===== src/hdl/ch_params.svh =====
// Timing figures and pin widths for the card bus host controller.
// Assumes a single 10 ns system clock; all counts derive from it.
`ifndef CH_PARAMS_SVH
`define CH_PARAMS_SVH

// ==========================================================================
// Clock and conversion
// ==========================================================================
`define CH_CLK_PERIOD_NS 10
// Least time: round up to whole cycles, never below one
`define CH_CYC_UP(ns) \
  ((((ns) + `CH_CLK_PERIOD_NS - 1) / `CH_CLK_PERIOD_NS) > 0 ? \
   (((ns) + `CH_CLK_PERIOD_NS - 1) / `CH_CLK_PERIOD_NS) : 1)
// Longest time: round down, never below one
`define CH_CYC_DN(ns) \
  (((ns) / `CH_CLK_PERIOD_NS) > 0 ? ((ns) / `CH_CLK_PERIOD_NS) : 1)

// ==========================================================================
// Pin widths
// ==========================================================================
`define CH_ADDR_W 11
`define CH_DATA_W 16
`define CH_CNT_W  8

// ==========================================================================
// Strobe widths per mode (250 / 120 / 100 / 80 ns)
// ==========================================================================
`define CH_MEMW_W_M0_NS 150
`define CH_MEMW_W_M1_NS 70
`define CH_MEMW_W_M2_NS 60
`define CH_MEMW_W_M3_NS 55
`define CH_IO_W_M0_NS   165
`define CH_IO_W_M1_NS   70
`define CH_IO_W_M2_NS   65
`define CH_IO_W_M3_NS   55

// ==========================================================================
// Setup ahead of the strobe (address setup dominates enable/select setup)
// ==========================================================================
`define CH_MEM_SU_M0_NS 30
`define CH_MEM_SU_M1_NS 15
`define CH_MEM_SU_M2_NS 10
`define CH_MEM_SU_M3_NS 10
`define CH_IO_SU_M0_NS  70
`define CH_IO_SU_M1_NS  25
`define CH_IO_SU_M2_NS  25
`define CH_IO_SU_M3_NS  15

// ==========================================================================
// Hold after the strobe (largest of address, data, enable hold, recovery)
// ==========================================================================
`define CH_MEM_HD_M0_NS 30
`define CH_MEM_HD_M1_NS 15
`define CH_MEM_HD_M2_NS 15
`define CH_MEM_HD_M3_NS 15
`define CH_IO_HD_M0_NS  30
`define CH_IO_HD_M1_NS  20
`define CH_IO_HD_M2_NS  10
`define CH_IO_HD_M3_NS  10

// ==========================================================================
// Wait line figures
// ==========================================================================
`define CH_WAIT_DELAY_NS 35
`define CH_WAIT_WIDTH_NS 350
`define CH_SYNC_LAT      3

`endif


===== src/hdl/ch_pkg.sv =====
// Types shared by the card bus host controller.
// Assumes ch_params.svh is compiled alongside.
`default_nettype none

package ch_pkg;

  // Kind of bus cycle requested by the user
  typedef enum logic [1:0] {
    CH_KIND_MEMW = 2'h0,
    CH_KIND_IOR  = 2'h1,
    CH_KIND_IOW  = 2'h2
  } ch_kind_t;

  // Cycle-time mode
  typedef enum logic [1:0] {
    CH_MODE_250 = 2'h0,
    CH_MODE_120 = 2'h1,
    CH_MODE_100 = 2'h2,
    CH_MODE_80  = 2'h3
  } ch_mode_t;

  // Controller sequence
  typedef enum logic [1:0] {
    CH_ST_IDLE   = 2'b00,
    CH_ST_SETUP  = 2'b01,
    CH_ST_STROBE = 2'b10,
    CH_ST_HOLD   = 2'b11
  } ch_state_t;

endpackage

`default_nettype wire


===== src/hdl/ch_sync3.sv =====
// Three-stage synchroniser for one asynchronous pin level.
// Assumes the pin may change at any time relative to clk_i.
`default_nettype none

module ch_sync3 #(
  parameter logic RESET_VAL = 1'b1
) (
  input  wire logic clk_i,
  input  wire logic rst_i,
  input  wire logic pin_i,
  output logic      level_o
);

  logic s1_reg;
  logic s2_reg;
  logic s3_reg;

  // ==========================================================================
  // Shift chain; output follows once stages two and three agree
  // ==========================================================================
  always_ff @(posedge clk_i)
  begin
    if (rst_i)
    begin
      s1_reg  <= RESET_VAL;
      s2_reg  <= RESET_VAL;
      s3_reg  <= RESET_VAL;
      level_o <= RESET_VAL;
    end
    else
    begin
      s1_reg <= pin_i;
      s2_reg <= s1_reg;
      s3_reg <= s2_reg;
      if (s2_reg == s3_reg)
        level_o <= s3_reg;
    end
  end

endmodule

`default_nettype wire


===== src/hdl/ch_host.sv =====
// Host controller that runs memory write, I/O read and I/O write cycles
// on a removable card's parallel bus, honouring the card's wait line except in the 80 ns mode.
// Assumes the user holds req_* stable while req_valid_i and req_ready_o.
`include "ch_params.svh"
`default_nettype none

module ch_host (
  input  wire logic                  clk_i,
  input  wire logic                  rst_i,
  input  wire logic [1:0]            mode_i,
  input  wire logic                  req_valid_i,
  output logic                       req_ready_o,
  input  wire logic [1:0]            req_kind_i,
  input  wire logic [`CH_ADDR_W-1:0] req_addr_i,
  input  wire logic [`CH_DATA_W-1:0] req_wdata_i,
  output logic                       rsp_valid_o,
  output logic [`CH_DATA_W-1:0]      rsp_rdata_o,
  output logic                       rsp_timeout_o,
  output logic                       mem_write_strobe_n_o,
  output logic                       io_read_strobe_n_o,
  output logic                       io_write_strobe_n_o,
  output logic                       register_space_select_n_o,
  output logic [1:0]                 card_enable_pair_n_o,
  output logic [`CH_ADDR_W-1:0]      host_address_bus_o,
  output logic [`CH_DATA_W-1:0]      host_data_bus_o,
  output logic                       host_data_bus_oe_o,
  input  wire logic [`CH_DATA_W-1:0] host_data_bus_i,
  input  wire logic                  cycle_extend_line_n_i
);

  // ==========================================================================
  // Mode table selection
  // ==========================================================================
  function automatic logic [`CH_CNT_W-1:0] pick(
    input logic [1:0] m,
    input int         a,
    input int         b,
    input int         c,
    input int         d
  );
    int v;
    v = (m == 2'h0) ? a : (m == 2'h1) ? b : (m == 2'h2) ? c : d;
    return v[`CH_CNT_W-1:0];
  endfunction

  localparam logic [`CH_CNT_W-1:0] SAMPLE_CYC =
    `CH_CNT_W'(`CH_CYC_UP(`CH_WAIT_DELAY_NS) + `CH_SYNC_LAT);
  localparam logic [`CH_CNT_W-1:0] WAIT_LIMIT =
    `CH_CNT_W'(`CH_CYC_DN(`CH_WAIT_WIDTH_NS) + `CH_SYNC_LAT);

  ch_pkg::ch_state_t     state_reg;
  ch_pkg::ch_kind_t      kind_reg;
  ch_pkg::ch_mode_t      mode_reg;
  logic [`CH_CNT_W-1:0]  cnt_reg;
  logic [`CH_CNT_W-1:0]  wait_cnt_reg;
  logic                  wait_level;

  // Three-stage capture of the asynchronous wait pin
  ch_sync3 #(
    .RESET_VAL (1'b1)
  ) u_wait_sync (
    .clk_i   (clk_i),
    .rst_i   (rst_i),
    .pin_i   (cycle_extend_line_n_i),
    .level_o (wait_level)
  );

  // Figures for the latched kind and mode
  wire is_io  = (kind_reg != ch_pkg::CH_KIND_MEMW);
  wire is_wr  = (kind_reg != ch_pkg::CH_KIND_IOR);
  wire [1:0] m = mode_reg;
  wire [`CH_CNT_W-1:0] width_cyc = is_io ?
    pick(m, `CH_CYC_UP(`CH_IO_W_M0_NS), `CH_CYC_UP(`CH_IO_W_M1_NS),
         `CH_CYC_UP(`CH_IO_W_M2_NS), `CH_CYC_UP(`CH_IO_W_M3_NS)) :
    pick(m, `CH_CYC_UP(`CH_MEMW_W_M0_NS), `CH_CYC_UP(`CH_MEMW_W_M1_NS),
         `CH_CYC_UP(`CH_MEMW_W_M2_NS), `CH_CYC_UP(`CH_MEMW_W_M3_NS));
  wire [`CH_CNT_W-1:0] setup_cyc = is_io ?
    pick(m, `CH_CYC_UP(`CH_IO_SU_M0_NS), `CH_CYC_UP(`CH_IO_SU_M1_NS),
         `CH_CYC_UP(`CH_IO_SU_M2_NS), `CH_CYC_UP(`CH_IO_SU_M3_NS)) :
    pick(m, `CH_CYC_UP(`CH_MEM_SU_M0_NS), `CH_CYC_UP(`CH_MEM_SU_M1_NS),
         `CH_CYC_UP(`CH_MEM_SU_M2_NS), `CH_CYC_UP(`CH_MEM_SU_M3_NS));
  wire [`CH_CNT_W-1:0] hold_cyc = is_io ?
    pick(m, `CH_CYC_UP(`CH_IO_HD_M0_NS), `CH_CYC_UP(`CH_IO_HD_M1_NS),
         `CH_CYC_UP(`CH_IO_HD_M2_NS), `CH_CYC_UP(`CH_IO_HD_M3_NS)) :
    pick(m, `CH_CYC_UP(`CH_MEM_HD_M0_NS), `CH_CYC_UP(`CH_MEM_HD_M1_NS),
         `CH_CYC_UP(`CH_MEM_HD_M2_NS), `CH_CYC_UP(`CH_MEM_HD_M3_NS));

  // Strobe phase decisions
  wire honor_wait = (mode_reg != ch_pkg::CH_MODE_80);
  wire wait_on    = honor_wait & ~wait_level;
  wire width_met  = (cnt_reg >= width_cyc - `CH_CNT_W'(1));
  wire sample_met = (cnt_reg >= SAMPLE_CYC - `CH_CNT_W'(1));
  wire timeout    = wait_on & (wait_cnt_reg >= WAIT_LIMIT);
  // Strobe stays low while wait holds it, until the wait count reaches WAIT_LIMIT
  wire end_strobe = (width_met & (~honor_wait | (sample_met & ~wait_on)))
                    | timeout;
  wire in_strobe  = (state_reg == ch_pkg::CH_ST_STROBE);
  wire setup_done = (state_reg == ch_pkg::CH_ST_SETUP)
                    & (cnt_reg == setup_cyc - `CH_CNT_W'(1));
  wire hold_done  = (state_reg == ch_pkg::CH_ST_HOLD)
                    & (cnt_reg == hold_cyc - `CH_CNT_W'(1));
  wire take_req   = req_valid_i & req_ready_o;
  wire strobe_end = in_strobe & end_strobe;

  // ==========================================================================
  // Sequence
  // ==========================================================================
  always_ff @(posedge clk_i)
  begin
    if (rst_i)
      state_reg <= ch_pkg::CH_ST_IDLE;
    else
      unique case (state_reg)
        ch_pkg::CH_ST_IDLE:
          if (take_req)
            state_reg <= ch_pkg::CH_ST_SETUP;
        ch_pkg::CH_ST_SETUP:
          if (setup_done)
            state_reg <= ch_pkg::CH_ST_STROBE;
        ch_pkg::CH_ST_STROBE:
          if (end_strobe)
            state_reg <= ch_pkg::CH_ST_HOLD;
        ch_pkg::CH_ST_HOLD:
          if (hold_done)
            state_reg <= ch_pkg::CH_ST_IDLE;
      endcase
  end

  // Phase counter and wait-duration counter
  always_ff @(posedge clk_i)
  begin
    if (rst_i | take_req | setup_done | strobe_end | hold_done)
      cnt_reg <= '0;
    else if (state_reg != ch_pkg::CH_ST_IDLE)
      cnt_reg <= cnt_reg + `CH_CNT_W'(1);
    if (rst_i | ~in_strobe)
      wait_cnt_reg <= '0;
    else if (wait_on)
      wait_cnt_reg <= wait_cnt_reg + `CH_CNT_W'(1);
  end

  // Request latch; mode is fixed for the whole cycle
  always_ff @(posedge clk_i)
  begin
    if (rst_i)
    begin
      kind_reg           <= ch_pkg::CH_KIND_MEMW;
      mode_reg           <= ch_pkg::CH_MODE_250;
      host_address_bus_o <= '0;
      host_data_bus_o    <= '0;
    end
    else if (take_req)
    begin
      kind_reg           <= ch_pkg::ch_kind_t'(req_kind_i);
      mode_reg           <= ch_pkg::ch_mode_t'(mode_i);
      host_address_bus_o <= req_addr_i;
      host_data_bus_o    <= req_wdata_i;
    end
  end

  // Enables, select and data drive span setup, strobe and hold
  always_ff @(posedge clk_i)
  begin
    if (rst_i | hold_done)
    begin
      card_enable_pair_n_o      <= 2'h3;
      register_space_select_n_o <= 1'b1;
      host_data_bus_oe_o        <= 1'b0;
    end
    else if (take_req)
    begin
      card_enable_pair_n_o      <= 2'h0;
      register_space_select_n_o <= (req_kind_i == ch_pkg::CH_KIND_MEMW);
      host_data_bus_oe_o        <= (req_kind_i != ch_pkg::CH_KIND_IOR);
    end
  end

  // Strobes fall after setup, rise at end of strobe phase
  always_ff @(posedge clk_i)
  begin
    if (rst_i | strobe_end)
    begin
      mem_write_strobe_n_o <= 1'b1;
      io_read_strobe_n_o   <= 1'b1;
      io_write_strobe_n_o  <= 1'b1;
    end
    else if (setup_done)
    begin
      mem_write_strobe_n_o <= is_io;
      io_read_strobe_n_o   <= is_wr;
      io_write_strobe_n_o  <= ~(is_io & is_wr);
    end
  end

  // Handshake and answer; read data taken as the strobe ends
  always_ff @(posedge clk_i)
  begin
    if (rst_i)
    begin
      req_ready_o   <= 1'b0;
      rsp_valid_o   <= 1'b0;
      rsp_rdata_o   <= '0;
      rsp_timeout_o <= 1'b0;
    end
    else
    begin
      req_ready_o <= (state_reg == ch_pkg::CH_ST_IDLE) & ~take_req
                     | hold_done;
      rsp_valid_o <= hold_done;
      if (strobe_end)
      begin
        rsp_rdata_o   <= is_wr ? '0 : host_data_bus_i;
        rsp_timeout_o <= timeout;
      end
    end
  end

  // ==========================================================================
  // Checks
  // ==========================================================================
  logic [`CH_CNT_W-1:0] low_cnt;
  always_ff @(posedge clk_i)
  begin
    if (rst_i | strobe_end)
      low_cnt <= '0;
    else if (in_strobe)
      low_cnt <= low_cnt + `CH_CNT_W'(1);
  end
endmodule

`default_nettype wire


===== config.mk =====
export PLATFORM = sky130hd
export DESIGN_NAME = ch_host
export DESIGN_NICKNAME = d
export VERILOG_FILES = /design/src/hdl/ch_pkg.sv /design/src/hdl/ch_sync3.sv /design/src/hdl/ch_host.sv
export VERILOG_INCLUDE_DIRS = /design/src /design/src/hdl
export SDC_FILE = /design/constraint.sdc
export NUM_CORES = 1
export LEC_CHECK = 0
export BUFFER_PORTS_ARGS = -buffer_cell sky130_fd_sc_hd__buf_2
export CAP_MARGIN = 5
export CELL_PAD_IN_SITES_DETAIL_PLACEMENT = 2
export CELL_PAD_IN_SITES_GLOBAL_PLACEMENT = 2
export CORE_ASPECT_RATIO = 2
export CORE_MARGIN = 1.5
export CORE_UTILIZATION = 26
export DETAILED_ROUTE_END_ITERATION = 16
export PLACE_DENSITY = 0.71
export SYNTH_ARGS = -nofsm -noshare
export SYNTH_HDL_FRONTEND = slang
export SYNTH_SLANG_ARGS = --single-unit

===== constraint.sdc =====
create_clock -name clk_i -period 2.7 [get_ports clk_i]
set_clock_uncertainty 0.1 [all_clocks]
set_input_delay 0.54 -clock clk_i [delete_from_list [all_inputs] [get_ports clk_i]]
set_output_delay 0.54 -clock clk_i [all_outputs]
set_load 0.02 [all_outputs]

==> flow_summary_export.csv <==
group,metric,value,unit
placed_design,dp.final_hpwl,8420,µm
detailed_routing,dr.pass1.iters,4,
timing,final_hold_viol_count,0,
finish,drive_above_1_share,36.1,%
global_route,antenna_found_initial,1,
timing,rsz0062_at_grt,"yes",
timing,period_minus_slack,2.90,ns
timing,slew-limit-headroom,66.0,%
global_route,grt.total_usage,17.7,%
detailed_routing,vias,3168,
setup_path,crit_arrival,3.07,ns
detailed_routing,met1_length,4040,µm
clocking,cts_sinks,78,
clocking,clkLatencyLatePin,0.34,ns
power,switchingPower,1.14,mW
timing,slew_violations,0,
detailed_routing,maxUsedRoutingLayer,"met4",
die,fp-row-count,57,
setup_path,worstSetupStartpoint,"kind_reg[1]",
clocking,clk_path_buf_depth,2,
synth,yosysWarnings,0,
global_route,overflow,0,
run_status,status,"finished with violations",
setup_path,r2r_start,"kind_reg[1]",
setup_path,r2r-end,"cnt_reg[5]",
die,ios,104,
synth,synth_edf_count,0,
setup_path,slowest_delay,0.59,ns
run_status,violations,"negative setup slack",
die,initial_core_util,26.7,%
setup_path,critical_path_buf_inv_count,1,
setup_path,cp_data_required_time,2.87,ns
detailed_routing,wl_per_cell,18.7,µm
hold_path,whs_path_depth,2,
hold_path,hp-class,"input port to flop",
placed_design,place.gp.congestion,0.788,
synth,ys_types,51,
synth,synth_nets,429,
detailed_routing,ant_nets,0,
detailed_routing,met2_length,7330,µm
placed_design,placed_area,0.00407,mm²
synth,syn-cell-area,0.00326,mm²
finish,reg_top3,"host_data_bus_o: 16 flops, rsp_rdata_o: 16 flops, host_address_bus_o: 11 flops",
power,pwr-share-seq,37.1,%
synth,synthFlopType,"dfxtp_1",
power,swShare,32.0,%
detailed_routing,drtIter0Drc,84,
placed_design,portBuffers,103,
detailed_routing,viasPerCell,4.90,
power,p_total,3.55,mW
clocking,hold_buffers,0,
detailed_routing,wl_met3,358,µm
timing,setup_viol,25,
global_route,grt_pass1_wl,17700,µm
clocking,cts_inserted_buffers,9,
die,die-height,161,µm
detailed_routing,drc,0,
power,irDropWorstVdd,0.000428,V
power,power.share.clock,38.4,%
setup_path,path_max_fanout,8,
power,p_leak,2.03,nW
setup_path,crit_chain,"nor2_4 > inv_2 > nand2_4 > nand2_4 > ha_4 > a2111oi_4 > o211ai_1 > a2111oi_4 > a31oi_2 > a2111o_1 > nor2_1",
finish,final_net_count,558,
power,p_int,2.41,mW
detailed_routing,totalWireLength,12100,µm
clocking,cts_htree_levels,3,
timing,layout_setup_ws,-0.198,ns
timing,period_share,107,%
setup_path,endpoint,"cnt_reg[5]",
setup_path,path_depth,11,
finish,syn_to_final_growth,42.2,%
setup_path,worstSetupEndpointType,"flop",
power,p_per_area,765,mW/mm²
timing,tightest_slew,0.497,ns
placed_design,place_ws,-0.360,ns
timing,max_freq,345,MHz
setup_path,worstRegToRegCells,11,
clocking,cts_tree,"yes",
clocking,clockRootBuffer,"clkbuf_16",
setup_path,r2r_setup_slack,-0.20,ns
setup_path,crit_path_start_kind,"flop",
global_route,grt_max_degree,42,
global_route,first_global_vias,3510,
setup_path,cp_top_family,"compound AO/OA/AOI/OAI gates",
power,power_frac_comb,24.5,%
setup_path,crit_type,"flop to flop",
synth,ys_ff_latch,78,
finish,final_cell_area,0.00464,mm²
finish,n_fill_cell,1402,
synth,netlist_instances,364,
run,cap_violations,0,
die,dieWidth,82.2,µm
finish,multi_input_comb_area,0.00171,mm²
die,die-area,0.0133,mm²
setup_path,crit_path_top_delay_cell,"a2111o_1",
synth,postSynthAreaPerCell,8.96,µm²
finish,seqCellArea,0.00157,mm²
placed_design,placedCellCount,620,
finish,final_cell_count_no_fill,646,
synth,yosysSeqAreaShare,47.9,%
die,fp.coreArea,0.0122,mm²
synth,synthArstFlopShare,0,%
clocking,clk_pin_slew_worst_paths,0.06,ns
==> metal layers <==
layer	GRT usage (%)	vias to the layer above
met5	0	-
met4	8.40	0
met3	3.45	21
met2	34.2	65
met1	16.7	1563
li1	-	1519
==> synth_stat cells, types with 4 or more instances <==
cell type | instances | area [µm²]
nor2b_1 | 4 | 25.0
a21oi_1 | 39 | 195
nor2_1 | 21 | 78.8
inv_1 | 7 | 26.3
clkbuf_1 | 13 | 48.8
nand2b_1 | 4 | 25.0
nor3_1 | 8 | 40.0
a22o_1 | 17 | 149
o21ai_0 | 7 | 35.0
nand2_1 | 77 | 289
dfxtp_1 | 78 | 1560
mux2i_1 | 5 | 50.1
xnor2_1 | 4 | 35.0
ha_1 | 14 | 175
buf_2 | 5 | 25.0
xor2_1 | 8 | 70.1
==> area by class of cell <==
type	count	share of cell area [%]
Antenna cell	1	0.0540
Clock buffer	9	4.86
Clock inverter	7	2.27
Inverter	7	0.567
Multi-Input combinational cell	260	36.9
Sequential cell	78	33.8
Tap cell	147	3.97
Timing Repair Buffer	137	17.6
==> stage by stage <==
step,setup TNS [ns],utilization [%],hold slack [ns]
3_3_place_gp,-4.22,33.4,0.292
6_report,-2.39,38.0,0.285
3_5_place_dp,-8.83,33.4,0.302
2_1_floorplan,0,-,0.289
4_1_cts,-0.678,36.7,0.277
5_1_grt,-4.93,38.0,0.286
==> layout by cell type, fill, tap and decap left out, drive strengths merged, types with 3 or more instances in the layout <==
master	synthesis	layout
nor2	22	22
a22o	17	17
ha	14	14
a2111oi	4	4
nand3	3	3
a21o	3	3
nand2	77	77
nor2b	4	4
o211ai	3	3
clkbuf	13	10
dfxtp	78	78
nand4	3	3
mux2i	5	5
o21ai	7	7
nor3	9	9
a211oi	4	4
a21oi	39	39
xnor2	4	4
xor2	8	8
buf	6	136
or2	4	4
nand2b	4	4
inv	7	9
==> cell families after synthesis <==
family,count (synthesis),synth area share [%]
xor gates and xnor gates,12,3.22
adders and majority gates,15,5.68
other,1,0.115
and+or+nand+nor,136,18.4
buffers and inverters,26,3.30
DFF,78,47.9
AOI/OAI and AO/OA,91,19.9
muxes,5,1.53
==> power groups by stage <==
| stage | combinational, mW | clock, mW | sequential (mW) |
|---|---|---|---|
| global route | 0.962 | 1.43 | 1.33 |
| detailed placement | 0.783 | 0 | 1.34 |
| floorplan | 0.424 | 0 | 1.40 |
| CTS | 0.824 | 1.39 | 1.32 |
| global placement | 0.749 | 0 | 1.33 |
| finish | 0.871 | 1.36 | 1.32 |
==> worst min-delay path by stage <==
stage	startpoint	end	slack, ns
after detailed placement	u_wait_sync.s1_reg	u_wait_sync.s2_reg	0.30
after CTS	cycle_extend_line_n_i	u_wait_sync.s1_reg	0.28
after floorplan	u_wait_sync.s1_reg	u_wait_sync.s2_reg	0.29
after global routing	cycle_extend_line_n_i	u_wait_sync.s1_reg	0.29
final	cycle_extend_line_n_i	u_wait_sync.s1_reg	0.29
after global placement	u_wait_sync.s1_reg	u_wait_sync.s2_reg	0.29
==> what timing repair did <==
item | in CTS | in global routing
pin swaps | 24 | 13
setup buffers | 2 | 4
endpoints found under the setup margin | 30 | 30
hold endpoints to repair | 0 | 0
resized for setup | 20 | 14
cloned | 0 | 3
Note: power is estimated with default switching activity, not from simulation.
